## src/rtl/pwm_channel_pkg.sv

```systemverilog
// What this block does
// - centre aligned: count up, down, zero ends
// - left aligned: count up, reset ends period
// - alignment selectable, left after reset
// - start level selectable, low after reset
// - fixed low at full duty/low or zero/high
// - fixed high at zero/low or full/high
// - start level writes only while disabled
// - direct period/duty writes only while disabled
// - update value waits for period end
// - update target picks period or duty
// - counting tick: prescaled, divided a or b
// - enables in one write start together
// - interrupt enable gates period event
package pwm_channel_pkg;

    // ---------------------------------------------------------------
    // widths
    // ---------------------------------------------------------------
    localparam int unsigned COUNT_WIDTH    = 16;
    localparam int unsigned SELECT_WIDTH   = 4;
    localparam int unsigned PRESCALE_WIDTH = 10;

    // ---------------------------------------------------------------
    // encodings
    // ---------------------------------------------------------------
    localparam logic [SELECT_WIDTH-1:0] SEL_PRESCALE_MAX = 4'ha;
    localparam logic [SELECT_WIDTH-1:0] SEL_DIVIDED_A    = 4'hb;
    localparam logic [SELECT_WIDTH-1:0] SEL_DIVIDED_B    = 4'hc;
    localparam logic                    ALIGN_LEFT       = 1'b0;
    localparam logic                    ALIGN_CENTRE     = 1'b1;
    localparam logic                    LEVEL_LOW        = 1'b0;
    localparam logic                    TARGET_DUTY      = 1'b0;
    localparam logic                    TARGET_PERIOD    = 1'b1;
    localparam logic [PRESCALE_WIDTH-1:0] PRESCALE_ONES  = 10'h3ff;

    // ---------------------------------------------------------------
    // counter direction
    // ---------------------------------------------------------------
    typedef enum logic [0:0]
    {
        DIR_UP   = 1'b0,
        DIR_DOWN = 1'b1
    } count_dir_t;

endpackage

```

## src/rtl/pwm_channel_waveform.sv

```systemverilog
`timescale 1ns/1ps
module pwm_channel_waveform
#(
    parameter int unsigned WIDTH = pwm_channel_pkg::COUNT_WIDTH
)
(
    // clock and reset
    input  wire logic                                      i_clock,
    input  wire logic                                      i_reset_n,
    input  wire logic                                      i_clock_enable,
    // divided clock ticks, one-cycle pulses on i_clock
    input  wire logic                                      i_divided_clock_a,
    input  wire logic                                      i_divided_clock_b,
    // direct period and duty writes
    input  wire logic [WIDTH-1:0]                          i_period_value,
    input  wire logic                                      i_period_write,
    input  wire logic [WIDTH-1:0]                          i_duty_value,
    input  wire logic                                      i_duty_write,
    // update value write
    input  wire logic [WIDTH-1:0]                          i_channel_update_value,
    input  wire logic                                      i_update_write,
    // channel mode settings write
    input  wire logic                                      i_mode_write,
    input  wire logic                                      i_alignment_select,
    input  wire logic                                      i_start_level_select,
    input  wire logic                                      i_update_target_select,
    input  wire logic [pwm_channel_pkg::SELECT_WIDTH-1:0]  i_channel_clock_select,
    // enable and interrupt enable strobes
    input  wire logic                                      i_enable_write,
    input  wire logic                                      i_disable_write,
    input  wire logic                                      i_irq_enable_write,
    input  wire logic                                      i_irq_disable_write,
    // waveform
    output logic                                           o_pwm,
    // status
    output logic                                           o_enabled,
    output logic                                           o_irq_enabled,
    output logic                                           o_update_pending,
    output logic [WIDTH-1:0]                               o_counter,
    output logic                                           o_period_irq
);
    import pwm_channel_pkg::*;

    // ---------------------------------------------------------------
    // state
    // ---------------------------------------------------------------
    typedef struct packed
    {
        logic [PRESCALE_WIDTH-1:0] prescale;
        logic [WIDTH-1:0]          counter;
        count_dir_t                dir;
        logic [WIDTH-1:0]          period;
        logic [WIDTH-1:0]          duty;
        logic [WIDTH-1:0]          update;
        logic                      pending;
        logic                      target;
        logic                      align;
        logic                      level;
        logic [SELECT_WIDTH-1:0]   clk_sel;
        logic                      enabled;
        logic                      irq_en;
        logic                      out;
        logic                      irq;
    } state_t;

    state_t                    q;
    state_t                    d;
    logic                      tick;
    logic                      end_period;
    logic [PRESCALE_WIDTH-1:0] mask;

    // ---------------------------------------------------------------
    // next state
    // ---------------------------------------------------------------
    always_comb
    begin
        d          = q;
        d.irq      = 1'b0;
        end_period = 1'b0;
        d.prescale = q.prescale + 1'b1;
        mask       = ~(PRESCALE_ONES << q.clk_sel);
        if (q.clk_sel == SEL_DIVIDED_A)
        begin
            tick = i_divided_clock_a;
        end
        else if (q.clk_sel == SEL_DIVIDED_B)
        begin
            tick = i_divided_clock_b;
        end
        else if (q.clk_sel <= SEL_PRESCALE_MAX)
        begin
            tick = ((q.prescale & mask) == mask);
        end
        else
        begin
            tick = 1'b0;
        end
        if (i_period_write && !q.enabled)
        begin
            d.period = i_period_value;
        end
        if (i_duty_write && !q.enabled)
        begin
            d.duty = i_duty_value;
        end
        if (i_mode_write)
        begin
            d.align   = i_alignment_select;
            d.target  = i_update_target_select;
            d.clk_sel = i_channel_clock_select;
            if (!q.enabled)
            begin
                d.level = i_start_level_select;
            end
        end
        if (q.enabled && tick)
        begin
            if (q.align == ALIGN_CENTRE)
            begin
                // up to period, down to zero
                if (q.dir == DIR_DOWN || (q.counter >= q.period && q.period != '0))
                begin
                    d.counter = q.counter - 1'b1;
                    d.dir     = DIR_DOWN;
                    if (d.counter == '0)
                    begin
                        end_period = 1'b1;
                        d.dir      = DIR_UP;
                    end
                end
                else if (q.counter >= q.period)
                begin
                    end_period = 1'b1;
                end
                else
                begin
                    d.counter = q.counter + 1'b1;
                end
            end
            else
            begin
                d.dir = DIR_UP;
                if (q.counter >= q.period)
                begin
                    d.counter  = '0;
                    end_period = 1'b1;
                end
                else
                begin
                    d.counter = q.counter + 1'b1;
                end
            end
        end
        // pending value lands at period end
        if (end_period)
        begin
            d.irq     = q.irq_en;
            d.pending = 1'b0;
            if (q.pending)
            begin
                if (q.target == TARGET_PERIOD)
                begin
                    d.period = q.update;
                end
                else
                begin
                    d.duty = q.update;
                end
            end
        end
        // a fresh update wins over the clear at period end
        if (i_update_write)
        begin
            d.update  = i_channel_update_value;
            d.pending = 1'b1;
        end
        if (i_irq_disable_write)
        begin
            d.irq_en = 1'b0;
        end
        if (i_irq_enable_write)
        begin
            d.irq_en = 1'b1;
        end
        if (i_enable_write && !q.enabled)
        begin
            d.enabled  = 1'b1;
            d.counter  = '0;
            d.dir      = DIR_UP;
            d.prescale = '0;
        end
        if (i_disable_write)
        begin
            d.enabled = 1'b0;
            d.counter = '0;
            d.dir     = DIR_UP;
            d.pending = 1'b0;
        end
        // disabled output follows the start level at once
        if (!d.enabled || d.duty == d.period)
        begin
            d.out = d.level;
        end
        else if (d.duty == '0)
        begin
            // fixed opposite level at zero duty
            d.out = ~d.level;
        end
        else
        begin
            d.out = (d.counter < d.period - d.duty) ? d.level : ~d.level;
        end
    end

    // ---------------------------------------------------------------
    // registers
    // ---------------------------------------------------------------
    always_ff @(posedge i_clock or negedge i_reset_n)
    begin
        if (!i_reset_n)
        begin
            q <= state_t'('0);
        end
        else if (i_clock_enable)
        begin
            q <= d;
        end
    end

    assign o_pwm            = q.out;
    assign o_enabled        = q.enabled;
    assign o_irq_enabled    = q.irq_en;
    assign o_update_pending = q.pending;
    assign o_counter        = q.counter;
    assign o_period_irq     = q.irq;

    // ---------------------------------------------------------------
    // checks
    // ---------------------------------------------------------------
    a_centre_turn_down: assert property (
        @(posedge i_clock) disable iff (!i_reset_n)
        i_clock_enable && q.enabled && tick && q.align == ALIGN_CENTRE && q.dir == DIR_UP
        && q.counter >= q.period && q.period > 1 && !i_disable_write && !i_enable_write
        |=> q.dir == DIR_DOWN && q.counter == $past(q.counter) - 1'b1)
        else $error("centre counter did not turn down at period");

    a_left_wrap_zero: assert property (
        @(posedge i_clock) disable iff (!i_reset_n)
        i_clock_enable && q.enabled && tick && q.align == ALIGN_LEFT
        && q.counter >= q.period && !i_disable_write
        |=> q.counter == '0 && q.dir == DIR_UP)
        else $error("left counter did not wrap at period");

    a_align_reset_left: assert property (
        @(posedge i_clock)
        $rose(i_reset_n) |-> q.align == ALIGN_LEFT && !o_enabled)
        else $error("alignment not left after reset");

    a_idle_level_low: assert property (
        @(posedge i_clock) disable iff (!i_reset_n)
        i_clock_enable && !q.enabled && q.level == LEVEL_LOW && !i_enable_write && !i_mode_write
        |=> !o_pwm)
        else $error("idle output not at low start level");

    a_fixed_low_out: assert property (
        @(posedge i_clock) disable iff (!i_reset_n)
        i_clock_enable && ((d.duty == d.period && !d.level)
        || (d.duty == '0 && d.level && d.period != '0 && d.enabled))
        |=> !o_pwm)
        else $error("output not fixed low");

    a_fixed_high_out: assert property (
        @(posedge i_clock) disable iff (!i_reset_n)
        i_clock_enable && d.enabled && d.period != '0
        && ((d.duty == '0 && !d.level) || (d.duty == d.period && d.level))
        |=> o_pwm)
        else $error("output not fixed high");

    a_level_write_gated: assert property (
        @(posedge i_clock) disable iff (!i_reset_n)
        i_clock_enable && q.enabled && i_mode_write && !i_disable_write
        |=> q.level == $past(q.level))
        else $error("start level changed while enabled");

    a_direct_write_gated: assert property (
        @(posedge i_clock) disable iff (!i_reset_n)
        i_clock_enable && q.enabled && (i_period_write || i_duty_write) && !end_period
        |=> $stable(q.period) && $stable(q.duty))
        else $error("direct write taken while enabled");

    a_update_held: assert property (
        @(posedge i_clock) disable iff (!i_reset_n)
        i_clock_enable && q.enabled && q.pending && !end_period && !i_disable_write
        |=> $stable(q.period) && $stable(q.duty) && q.pending)
        else $error("update applied before period end");

    a_update_target: assert property (
        @(posedge i_clock) disable iff (!i_reset_n)
        i_clock_enable && end_period && q.pending && !i_disable_write
        |=> (($past(q.target) == TARGET_PERIOD) ? q.period : q.duty) == $past(q.update))
        else $error("update went to the wrong value");

    a_divided_a_tick: assert property (
        @(posedge i_clock) disable iff (!i_reset_n)
        i_clock_enable && q.enabled && q.clk_sel == SEL_DIVIDED_A && !i_divided_clock_a
        && !i_enable_write && !i_disable_write
        |=> $stable(q.counter))
        else $error("counter moved without divided clock a");

    a_enable_restart: assert property (
        @(posedge i_clock) disable iff (!i_reset_n)
        i_clock_enable && i_enable_write && !q.enabled && !i_disable_write
        |=> o_enabled && o_counter == '0 && q.prescale == '0)
        else $error("enable did not restart the period");

    a_period_irq_gate: assert property (
        @(posedge i_clock) disable iff (!i_reset_n)
        i_clock_enable && end_period
        |=> o_period_irq == $past(q.irq_en))
        else $error("period interrupt not gated by its enable");

endmodule

```

## config.mk

```make
export PLATFORM = sky130hd
export DESIGN_NAME = pwm_channel_waveform
export DESIGN_NICKNAME = d
export VERILOG_FILES = /design/src/rtl/pwm_channel_pkg.sv /design/src/rtl/pwm_channel_waveform.sv
export SDC_FILE = /design/constraint.sdc
export NUM_CORES = 1
export LEC_CHECK = 0
export BUFFER_PORTS_ARGS = -buffer_cell sky130_fd_sc_hd__buf_2
export CAP_MARGIN = 5
export CORE_MARGIN = 2
export CORE_UTILIZATION = 54
export DETAILED_ROUTE_END_ITERATION = 10
export PLACE_DENSITY = 0.75
export SLEW_MARGIN = 40
export SYNTH_ARGS = -nofsm -noshare
export SYNTH_HDL_FRONTEND = slang
export SYNTH_SLANG_ARGS = --single-unit
```

## constraint.sdc

```tcl
create_clock -name i_clock -period 6.9 [get_ports i_clock]
set_input_delay 0.345 -clock i_clock [delete_from_list [all_inputs] [get_ports i_clock]]
set_output_delay 0.345 -clock i_clock [all_outputs]
set_load 0.05 [all_outputs]
```

Word-level counts from Yosys, hierarchy flattened
Cells that the tools add are included. Widths: inputs -> output; s select.

Output and inout port bits: 21. Logic and storage cells: 87. Input port bits: 68. Register bits: 87.

$lt $le $gt $ge: 3. Equality and inequality tests: 5. Mux-type cells: 36. $add $sub $neg: 4. Bitwise gates (word level): 3. Shift-type cells: 1. Reductions and logical operators: 20.

Operators by type and width (number): $mux 16 (7); $mux 32 (2); $mux 17 (3); $logic_not 16->1 (2); $mux 27 (1); $mux 1 (22); $add 16x1->16 const B (1); $eq 16x16->1 (1); $ge 16x16->1 (1); $lt 16x16->1 (1); $reduce_bool 16->1 (1); $sub 16x1->16 const B (1); $sub 16x16->16 (1); $add 10x1->10 const B (1); $and 10x10->10 (1); $eq 10x10->1 (1); $not 10->10 (1); $shl 10x4->10 const A (1); $eq 4x4->1 const B (2); $reduce_and 2->1 (4); $reduce_bool 3->1 (2); $logic_and 1x1->1 (5); $mux 5 (1); $le 4x4->1 const B (1); other kinds (6) (8).

Longest topological paths before layout
Gate-level depths: netlist of run 1.

Depth after elaboration: 15. Gate-level depth with buffers: 41. Gate-level depth less buffers: 37.

Worst setup path after synthesis of run 1
No wires, ideal clock.

Kind: flip-flop to flip-flop. Start point: reg q (netlist bit o_counter[0]). End point: reg q (netlist bit o_pwm). Path slack: -237 ps. Period minus slack after synthesis: 7137 ps. Cell stages (with the launch flop): 40. Arrival time: 7012 ps. Cells stage by stage: dfrtp_1 -> buf_2 -> inv_1 -> ha_1 -> or4b_4 -> a2111oi_4 -> a211oi_1 -> a211o_1 -> o21ai_4 -> and3_4 -> buf_6 -> nand2_1 -> clkbuf_1 -> o21ai_0 -> ha_1 -> inv_1 -> maj3_1 -> nand2_1 -> (+4 left out) -> a221oi_4 -> o21bai_1 -> a21oi_1 -> xor2_1 -> ha_1 -> a21oi_1 -> nor2b_1 -> o21ai_0 -> nand2b_1 -> a21oi_1 -> nor2b_1 -> o21ai_0 -> nand2b_1 -> a21oi_1 -> o311ai_2 -> o211ai_2 -> xor2_1 -> mux2_2.

Word-level cells in the longest chain between the ends: 12. Elaborated cells between the ends (all ways): 27. Those cells by class: add/sub: 3; order compare: 2; eq/ne: 1; mux: 16; reduce/logical: 5.

RTL lines: start: declaration (RTL line pwm_channel_waveform.sv:66) `state_t q;`; start signal: assignment (RTL line pwm_channel_waveform.sv:222) `q <= state_t'('0);`; $sub 16x1->16 or $ge 16x16->1 (tied branches); $logic_not 16->1 or $logic_and 1x1->1 (tied branches) (RTL line pwm_channel_waveform.sv:125, pwm_channel_waveform.sv:121); $mux 1 or $logic_or 1x1->1 (tied branches) (RTL line pwm_channel_waveform.sv:125, pwm_channel_waveform.sv:121); $mux 1 or $mux 16 (tied branches) (RTL line pwm_channel_waveform.sv:121) `if (q.dir == DIR_DOWN || (q.counter >= q.period && q.period != '0))`; $mux 1 or $mux 17 (tied branches) (RTL line pwm_channel_waveform.sv:118) `if (q.align == ALIGN_CENTRE)`; $mux 1 or $mux 17 (tied branches) (RTL line pwm_channel_waveform.sv:116) `if (q.enabled && tick)`; $mux 32 or $mux 27 (tied branches) (RTL line pwm_channel_waveform.sv:155, pwm_channel_waveform.sv:185); $sub 16x16->16 or $mux 17 (tied branches) (RTL line pwm_channel_waveform.sv:211, pwm_channel_waveform.sv:192); $lt 16x16->1 (RTL line pwm_channel_waveform.sv:211) `d.out = (d.counter < d.period - d.duty) ? d.level : ~d.level;`; $mux 1 (RTL line pwm_channel_waveform.sv:211); $mux 1 (RTL line pwm_channel_waveform.sv:204) `else if (d.duty == '0)`; $mux 1 (*) (RTL line pwm_channel_waveform.sv:200) `if (!d.enabled || d.duty == d.period)`.

Mark *: on every way between the ends. The rest lies on a longest branch, timed or not. The select of a mux whose other input is x is not followed. A chain may end at the register's enable or synchronous reset.

Final worst setup path of run 1
Same ends and word-level chain as after synthesis.

==> flow_metrics.env, run 1 <==
export IMPL_status="finished, final reports clean"
export IMPL_relSlewSlack=0.463
export IMPL_tns_ns=0
export IMPL_drv_cap=0
export IMPL_met1_length_mm=10.2
export IMPL_critical_path_max_fanout=5
export IMPL_crit_buf_inv=2
export IMPL_final_nets=1131
export IMPL_critical_path_max_stage_delay_ns=0.48
export IMPL_synth_most_common_cell="nand2_1"
export IMPL_vdd_drop_max_uv=194
export IMPL_synth_ff_type="dfrtp_1"
export IMPL_place_congestion=0.951
export IMPL_clock_path_buffers=2
export IMPL_clock_power_share=0.264
export IMPL_p_leak_uw=0.00404
export IMPL_synth_warnings=0
export IMPL_ant_nets=0
export IMPL_rrSetupSlack_ns=0.41
export IMPL_power_density_nw_per_um2=228
export IMPL_fin_cells=1199
export IMPL_drt_iter0_drc=884
export IMPL_io_buffers=88
export IMPL_num_rows=43
export IMPL_combPwrFrac=0.408
export IMPL_diodes=0
export IMPL_postSynthCellCount=934
export IMPL_fmax_mhz=154
export IMPL_swShare=0.381
export IMPL_area_delta_synth_final_pct=14.9
export IMPL_fin_crit_sh=0.941
export IMPL_synth_edf_count=0
export IMPL_cp_arrival_ns=6.73
export IMPL_fin_util=0.638
export IMPL_critPathSlowestCell="or4b_4"
export IMPL_power_net_switching_uw=771
export IMPL_cts_sinks=87
export IMPL_required_ns=7.14
export IMPL_via_count=7610
export IMPL_antenna_found_initial=0
export IMPL_wl_met3_mm=1.87
export IMPL_worst_setup_path_type="flop to flop"
export IMPL_end_kind="flop"
export IMPL_crit_path_start_kind="flop"
export IMPL_wl_per_cell_um=19.9
export IMPL_p_seq_frac=0.327
export IMPL_grtUsageTotal=0.314
export IMPL_synth_top_cell_by_area="dfrtp_1"
export IMPL_grt_pass1_wl_mm=37.0
export IMPL_fin_skew_ns=0.00819
export IMPL_root_buffer="clkbuf_16"
export IMPL_core_area_sq_um=13900
export IMPL_synth_area_sq_um=7730
export IMPL_cts_tree="built"
export IMPL_grt_max_degree=85
export IMPL_hp_class="input port to flop"
export IMPL_critical_path_top_delay_family="compound AO/OA/AOI/OAI gates"
export IMPL_internal_power_uw=1260
export IMPL_drc=0
export IMPL_placed_area_sq_um=8420
export IMPL_yosys_top_cells_area="dfrtp_1 28%, ha_1 7.9%, mux2_2 5.8%"
export IMPL_htreeDepth=3
export IMPL_placed_cells=1175
export IMPL_synth_cell_types=90
export IMPL_maxUsedRoutingLayer="met4"
export IMPL_design_area_sq_um=8880
export IMPL_met2_length_mm=11.0
export IMPL_clk_pin_slew_ns=0.07
export IMPL_hold_violations=0
export IMPL_synth_seq_cells=87
export IMPL_synthArstFlopShare=1.00
export IMPL_fin_crit_ns=6.49
export IMPL_holdWs_ns=0.219
export IMPL_drt_first_pass_iters=5
export IMPL_io_pins=89
export IMPL_vias_per_cell=6.35
export IMPL_drive_gt1_frac=0.247
export IMPL_crit_top_cell="o21ai_1"
export IMPL_setup_viol=0
export IMPL_maxSlewViolCount=0
export IMPL_syn_nets=1051
export IMPL_finalWirelength_mm=23.8
export IMPL_first_global_vias=6942
export IMPL_dieArea_sq_um=15300
export IMPL_synth_top_cell_area_share=0.282
export IMPL_clk_latency_ns=0.35
export IMPL_die_x_um=124
export IMPL_start_util=0.555
export IMPL_worst_pin_slew_ns=0.804
export IMPL_avgSynthCellArea_sq_um=8.28
export IMPL_die_y_um=124
export IMPL_yosysSeqAreaShare=0.282
export IMPL_cts_buffers=9
export IMPL_overflow=0
export IMPL_hpwlAfterDp_mm=17.6
export IMPL_synth_common_cells="95 x nand2_1, 87 x dfrtp_1, 83 x o21ai_0, 71 x nor2_1, 62 x a21oi_1"
==> layer usage <==
layer | vias up | track usage
li1 | 3569 | -
met1 | 3605 | 0.429
met2 | 366 | 0.503
met3 | 70 | 0.0563
met4 | 0 | 0.104
met5 | - | 0
==> state kept, by name, indices dropped and copies added, names as in the netlist <==
| signal | count |
|---|---|
| q | 66 |
| o_counter | 16 |
| o_enabled | 1 |
| o_irq_enabled | 1 |
| o_period_irq | 1 |
| o_pwm | 1 |
| o_update_pending | 1 |
==> power by group through the flow <==
stage          logic, uW  clock network (uW)  registers (uW)
6_report             828                 536             663
5_1_grt              913                 559             670
4_1_cts              789                 543             657
3_5_place_dp         782                   0             665
3_3_place_gp         770                   0             661
2_1_floorplan        579                   0             645
==> cell type report <==
cell class,instances,area (sq um)
clock buffers,10,229
clock inverters,6,92.6
fillers,1166,5050
inverters,45,169
multi-input cells,726,5100
flip-flops and latches,87,2180
well taps,180,225
repair buffers,145,887
==> worst register-to-register path, delay by kind of cell, from the launching register on <==
family                   cells  cell delay (ns)
AO/OA/AOI/OAI               17             2.83
AND/OR/NAND/NOR              9             1.28
adder cells (fa/ha/maj)      4             0.92
multiplexers                 2             0.53
flip-flops                   1             0.39
XOR/XNOR                     2             0.27
buffers and inverters        2             0.17
==> final timing paths <==
kind	from	to	cells after the start
setup / recovery	o_counter[0]$_DFFE_PN0P_	o_pwm$_DFFE_PN0P_	36
hold / removal	i_update_target_select	q[10]$_DFFE_PN0P_	2
setup reg to reg	o_counter[0]$_DFFE_PN0P_	o_pwm$_DFFE_PN0P_	36
hold reg to reg	q[37]$_DFFE_PN0P_	q[37]$_DFFE_PN0P_	2
max in group asynchronous	i_reset_n	o_counter[5]$_DFFE_PN0P_	3
min in group asynchronous	i_reset_n	q[60]$_DFFE_PN0P_	2
==> stage by stage <==
step | power (uW) | setup WS (ns)
finish | 2030 | 0.410
CTS | 1990 | 0.0894
global route | 2140 | -0.0982
detailed placement | 1450 | 0.122
floorplan | 1220 | 0.000736
global placement | 1430 | 0.269
==> placed cells by master, fill, tap and decap left out, drive strengths merged, types with 14 or more instances in the layout <==
cell and count:
nor2 73, nand2 96, inv 46, xnor2 15, nand4 14, dfrtp 87
buf 143, nand2b 17, mux2 41, o21ai 86, a21oi 62, mux2i 25
nand3 24, ha 49
==> repair_timing <==
action	CTS	global route
setup endpoints to repair	0	1
endpoints found under the hold margin	3	0
gates resized for setup	0	23
setup buffers	0	7
hold buffers	1	0
==> logic make-up after synthesis <==
logic type	Yosys count	synth area share
buffers and inverters	121	0.0702
and+or+nand+nor	307	0.199
adders and majority gates	50	0.0806
DFF	87	0.282
AOI/OAI and AO/OA	275	0.244
xor gates and xnor gates	28	0.0317
muxes	66	0.0926
Note: power is estimated with default switching activity, not from simulation.
==> run 2, diff against run 1 <==
ABC_AREA = 1   (was not set)
CORE_UTILIZATION = 60   (was 54)
PLACE_DENSITY = 0.79   (was 0.75)
clock period = 6 ns   (was 6.9 ns; I/O delays follow)
==> flow_metrics.env, run 2 <==
export IMPL_clock_path_buffers=2
export IMPL_synth_common_cells="312 x nand2_1, 138 x inv_1, 122 x o21ai_0, 99 x nor2_1, 87 x dfrtp_1"
export IMPL_p_total_uw=2250
export IMPL_regMostFlops="q"
export IMPL_die_x_um=118
export IMPL_dieArea_sq_um=14000
export IMPL_drt_first_pass_iters=5
export IMPL_antenna_found_initial=0
export IMPL_synth_top_cell_by_area="dfrtp_1"
export IMPL_synthArstFlopShare=1.00
export IMPL_cts_buffers=9
export IMPL_area_delta_synth_final_pct=10.9
export IMPL_worst_setup_path_type="flop to flop"
export IMPL_rr_startpoint="o_counter[0]$_DFFE_PN0P_"
export IMPL_cts_tree="built"
export IMPL_fin_cells=1411
export IMPL_cp_arrival_ns=5.86
export IMPL_synth_top_cell_area_share=0.277
export IMPL_grt_max_degree=73
export IMPL_clk_latency_ns=0.36
export IMPL_grtUsageTotal=0.331
export IMPL_internal_power_uw=1360
export IMPL_multi_input_comb_area_sq_um=4850
export IMPL_swShare=0.395
export IMPL_hp_class="input port to flop"
export IMPL_synthSimpleGateAreaFrac=0.301
export IMPL_p_leak_uw=0.00448
export IMPL_cts_sinks=87
export IMPL_vias_per_cell=5.74
export IMPL_busiest_layer="met2"
export IMPL_drc=0
export IMPL_core_area_sq_um=12700
export IMPL_layout_common_cells="309 x nand2_1, 138 x inv_1, 122 x o21ai_0, 99 x nor2_1"
export IMPL_end_kind="flop"
export IMPL_synth_edf_count=0
export IMPL_fmax_mhz=178
export IMPL_io_buffers=88
export IMPL_drt_iter0_drc=829
export IMPL_vdd_drop_max_uv=207
export IMPL_largest_reg_flops=66
export IMPL_synth_seq_cells=87
export IMPL_layout_area_seq_sq_um=2180
export IMPL_root_buffer="clkbuf_16"
export IMPL_fin_skew_ns=0.00732
export IMPL_hold_start="i_channel_clock_select[1]"
export IMPL_setup_viol=0
export IMPL_synth_compound_area_frac=0.179
export IMPL_holdWs_ns=0.169
export IMPL_synth_area_sq_um=7860
export IMPL_avgSynthCellArea_sq_um=6.71
export IMPL_place_congestion=1.02
export IMPL_combPwrFrac=0.387
export IMPL_ant_nets=0
export IMPL_relSlewSlack=0.517
export IMPL_worst_pin_slew_ns=0.724
export IMPL_crit_path_start_kind="flop"
export IMPL_critPathSlowestCell="dfrtp_2"
export IMPL_clock_power_share=0.302
export IMPL_wl_per_cell_um=16.3
export IMPL_grt_use_met2=0.538
export IMPL_grt_pass1_wl_mm=37.2
export IMPL_tns_ns=0
export IMPL_hold_violations=0
export IMPL_final_common_cell="nand2_1"
export IMPL_io_pins=89
export IMPL_crit_top_cell="nand2_1"
export IMPL_power_net_switching_uw=891
export IMPL_num_rows=41
export IMPL_die_y_um=118
export IMPL_power_density_nw_per_um2=259
export IMPL_first_global_vias=7377
export IMPL_maxSlewViolCount=0
export IMPL_p_seq_frac=0.312
export IMPL_met1_usage=0.447
export IMPL_synth_mux_area_fraction=0.0272
export IMPL_yosys_top_cells_area="dfrtp_1 28%, nand2_1 15%, ha_1 7.8%"
export IMPL_status="finished, final reports clean"
export IMPL_required_ns=6.24
export IMPL_use_met3=0.0483
export IMPL_finalWirelength_mm=23.0
export IMPL_htreeDepth=3
export IMPL_diodes=0
export IMPL_via_count=8101
export IMPL_nFillCells=1170
export IMPL_synth_cell_types=54
export IMPL_cp_startpoint="o_counter[0]$_DFFE_PN0P_"
export IMPL_critical_path_max_stage_delay_ns=0.45
export IMPL_synthAdderAreaFrac=0.0780
export IMPL_synth_ff_type="dfrtp_1"
export IMPL_synth_top_family_by_area="simple AND/OR/NAND/NOR gates"
export IMPL_postSynthCellCount=1171
export IMPL_placed_cells=1392
export IMPL_hpwlAfterDp_mm=17.7
export IMPL_syn_nets=1288
export IMPL_drv_cap=0
export IMPL_final_nets=1351
export IMPL_drive_gt1_frac=0.157
export IMPL_start_util=0.618
export IMPL_fin_crit_ns=5.62
export IMPL_fin_crit_sh=0.936
export IMPL_critical_path_max_fanout=28
export IMPL_synth_most_common_cell="nand2_1"
export IMPL_clk_pin_slew_ns=0.07
export IMPL_yosysSeqAreaShare=0.277
export IMPL_overflow=0
export IMPL_synth_warnings=0
export IMPL_synthXorXnorAreaFrac=0.0288
==> run 2: what timing repair did <==
item | in CTS | in global routing
gates resized for setup | 0 | 7
buffers inserted | 0 | 2
hold buffers | 1 | 0
endpoints found under the hold margin | 21 | 0
endpoints found under the setup margin | 0 | 1
==> run 2: final timing paths <==
path | end | slack [ns] | depth (start not counted)
max | o_pwm$_DFFE_PN0P_ | 0.38 | 35
min | q[5]$_DFFE_PN0P_ | 0.17 | 2
max reg2reg | o_pwm$_DFFE_PN0P_ | 0.38 | 35
min reg2reg | q[43]$_DFFE_PN0P_ | 0.49 | 2
max in group asynchronous | q[52]$_DFFE_PN0P_ | 4.72 | 3
min in group asynchronous | o_counter[4]$_DFFE_PN0P_ | 0.37 | 2
==> run 2: layer usage <==
layer,part of all wire,wire [um],vias to the layer above
met5,0,0,-
met4,0.030,697,0
met3,0.066,1520,55
met2,0.47,10800,328
met1,0.43,9960,3781
li1,-,-,3937
==> run 2: cell type report <==
cell class,count,area share
Clock buffer,9,0.0258
Clock inverter,7,0.0145
Inverter,149,0.0644
Multi-Input combinational cell,884,0.556
Sequential cell,87,0.250
Tap cell,172,0.0247
Timing Repair Buffer,103,0.0647
==> run 2: cells by family after synthesis <==
family                     count (synthesis)
DFF                                       87
muxes                                     20
and+or+nand+nor                          538
buffers and inverters                    200
AOI/OAI and AO/OA                        252
xor gates and xnor gates                  25
adders and majority gates                 49
==> run 2: worst max-delay path: cells and delay by family, from the launching register on <==
kind | cells | cell delay [ns]
AND/OR/NAND/NOR | 21 | 2.13
adder cells (fa/ha/maj) | 3 | 1.01
AO/OA/AOI/OAI | 5 | 0.84
buffers and inverters | 5 | 0.72
flip-flops | 1 | 0.45
multiplexers | 1 | 0.32
==> run 2: power by group through the flow <==
stage	clock network (uW)	logic [uW]	registers (uW)
2_1_floorplan	0	617	707
3_3_place_gp	0	832	710
3_5_place_dp	0	844	712
4_1_cts	680	852	701
5_1_grt	705	979	711
6_report	680	872	703
==> run 2: through the flow <==
stage / area, sq um / utilization / worst slack, ns
after detailed placement: 8320 / 0.654 / 0.141
after global routing: 8720 / 0.686 / -0.0501
after floorplan: 7860 / - / 1.23
after global placement: 8310 / 0.653 / 0.304
final: 8720 / 0.686 / 0.384
after CTS: 8680 / 0.682 / 0.0955
==> run 3, diff against run 2 <==
RECOVER_POWER = 25   (was not set)
==> flow_metrics.env, run 3 (synthesized netlist as in run 2, its figures left out) <==
export IMPL_fin_crit_ns=5.59
export IMPL_required_ns=6.24
export IMPL_grtUsageTotal=0.331
export IMPL_rrSetupSlack_ns=0.41
export IMPL_regMostFlops="q"
export IMPL_tns_ns=0
export IMPL_fin_crit_sh=0.932
export IMPL_placed_area_sq_um=8320
export IMPL_largest_reg_flops=66
export IMPL_drv_cap=2
export IMPL_area_delta_synth_final_pct=10.6
export IMPL_maxSlewViolCount=116
export IMPL_critical_path_max_fanout=28
export IMPL_vias_per_cell=5.73
export IMPL_place_congestion=1.02
export IMPL_via_count=8079
export IMPL_crit_top_cell="nand2_1"
export IMPL_fin_skew_ns=0.00763
export IMPL_end_kind="flop"
export IMPL_drc=0
export IMPL_hold_violations=0
export IMPL_drt_iter0_drc=765
export IMPL_cts_tree="built"
export IMPL_fmax_mhz=179
export IMPL_cts_buffers=9
export IMPL_cts_sinks=87
export IMPL_wl_per_cell_um=16.2
export IMPL_finalWirelength_mm=22.9
export IMPL_worst_setup_path_type="flop to flop"
export IMPL_htreeDepth=3
export IMPL_fin_cells=1411
export IMPL_vdd_drop_max_uv=207
export IMPL_first_global_vias=7377
export IMPL_relSlewSlack=-1.33
export IMPL_start_util=0.618
export IMPL_hpwlAfterDp_mm=17.7
export IMPL_setup_ws_ns=0.406
export IMPL_die_x_um=118
export IMPL_cp_arrival_ns=5.83
export IMPL_power_density_nw_per_um2=259
export IMPL_final_nets=1351
export IMPL_antenna_found_initial=0
export IMPL_io_buffers=88
export IMPL_io_pins=89
export IMPL_design_area_sq_um=8700
export IMPL_dieArea_sq_um=14000
export IMPL_grt_max_degree=73
export IMPL_overflow=0
export IMPL_layout_common_cells="310 x nand2_1, 138 x inv_1, 122 x o21ai_0, 99 x nor2_1, 86 x dfrtp_1"
export IMPL_final_common_cell="nand2_1"
export IMPL_status="finished, violations left"
export IMPL_placed_cells=1392
export IMPL_p_leak_uw=0.00444
export IMPL_holdWs_ns=0.171
export IMPL_diodes=0
export IMPL_ant_nets=0
export IMPL_worst_pin_slew_ns=3.50
export IMPL_core_area_sq_um=12700
export IMPL_clock_path_buffers=2
export IMPL_clk_pin_slew_ns=0.07
export IMPL_crit_path_start_kind="flop"
export IMPL_critPathSlowestCell="dfrtp_2"
export IMPL_die_y_um=118
export IMPL_grt_pass1_wl_mm=37.2
export IMPL_violations="capacitance limit, slew limit"
export IMPL_setup_viol=0
export IMPL_drive_gt1_frac=0.149
export IMPL_hp_class="input port to flop"
export IMPL_num_rows=41
export IMPL_clk_latency_ns=0.36
export IMPL_drt_first_pass_iters=6
export IMPL_critical_path_max_stage_delay_ns=0.45
export IMPL_pre_cts_ws_ns=0.141
export IMPL_root_buffer="clkbuf_16"
==> run 3: cell count changes in the layout (fill, tap and decap cells not counted), sizes merged <==
cell / before / now
buf: 102 / 94
clkbuf: 9 / 17
clkinv: 3 / 4
inv: 149 / 148
==> run 3: worst paths after layout <==
check | start | end | depth (start not counted)
setup / recovery | o_counter[0]$_DFFE_PN0P_ | o_pwm$_DFFE_PN0P_ | 35
hold / removal | i_channel_clock_select[1] | q[5]$_DFFE_PN0P_ | 2
min in group asynchronous | i_reset_n | o_counter[4]$_DFFE_PN0P_ | 2
max in group asynchronous | i_reset_n | o_counter[0]$_DFFE_PN0P_ | 3
hold reg to reg | q[29]$_DFFE_PN0P_ | q[29]$_DFFE_PN0P_ | 2
setup reg to reg | o_counter[0]$_DFFE_PN0P_ | o_pwm$_DFFE_PN0P_ | 35
==> run 3: report_power, final <==
part | internal, uW | total (uW) | switching, uW
clock | 413 | 678 | 265
sequential | 652 | 703 | 51.2
combinational | 297 | 869 | 572
total | 1360 | 2250 | 888
==> run 3: layout make-up <==
| cell class | count | area [sq um] |
|---|---|---|
| repair buffers | 103 | 543 |
| clock buffers | 9 | 225 |
| inverters | 149 | 562 |
| clock inverters | 7 | 126 |
| flip-flops and latches | 87 | 2180 |
| well taps | 172 | 215 |
| fillers | 1181 | 4020 |
| multi-input cells | 884 | 4850 |
==> run 3: stage by stage <==
stage               power, uW   util
CTS                      2230  0.682
global route             2390  0.684
finish                   2250  0.684
global placement         1540  0.653
floorplan                1320      -
detailed placement       1560  0.654
==> run 3: timing repair <==
item / in CTS / in global routing
buffers inserted: 0 / 2
gates resized for setup: 0 / 7
hold endpoints to repair: 21 / 0
hold buffers: 1 / 0
endpoints found under the setup margin: 0 / 1
==> run 3: worst max-delay path, delay by kind of cell (launching register included) <==
family	cells	cell delay, ns
DFF	1	0.45
buffers and inverters	5	0.72
and+or+nand+nor	21	2.12
AOI/OAI and AO/OA	5	0.84
adders and majority gates	3	1.01
muxes	1	0.32
==> run 3: metal layers <==
layer / wire length (um) / up-vias / part of all wire / track usage
li1: - / 3940 / - / -
met2: 10600 / 362 / 0.46 / 0.538
met5: 0 / - / 0 / 0
met4: 765 / 0 / 0.033 / 0.123
met1: 9870 / 3712 / 0.43 / 0.447
met3: 1650 / 65 / 0.072 / 0.0483
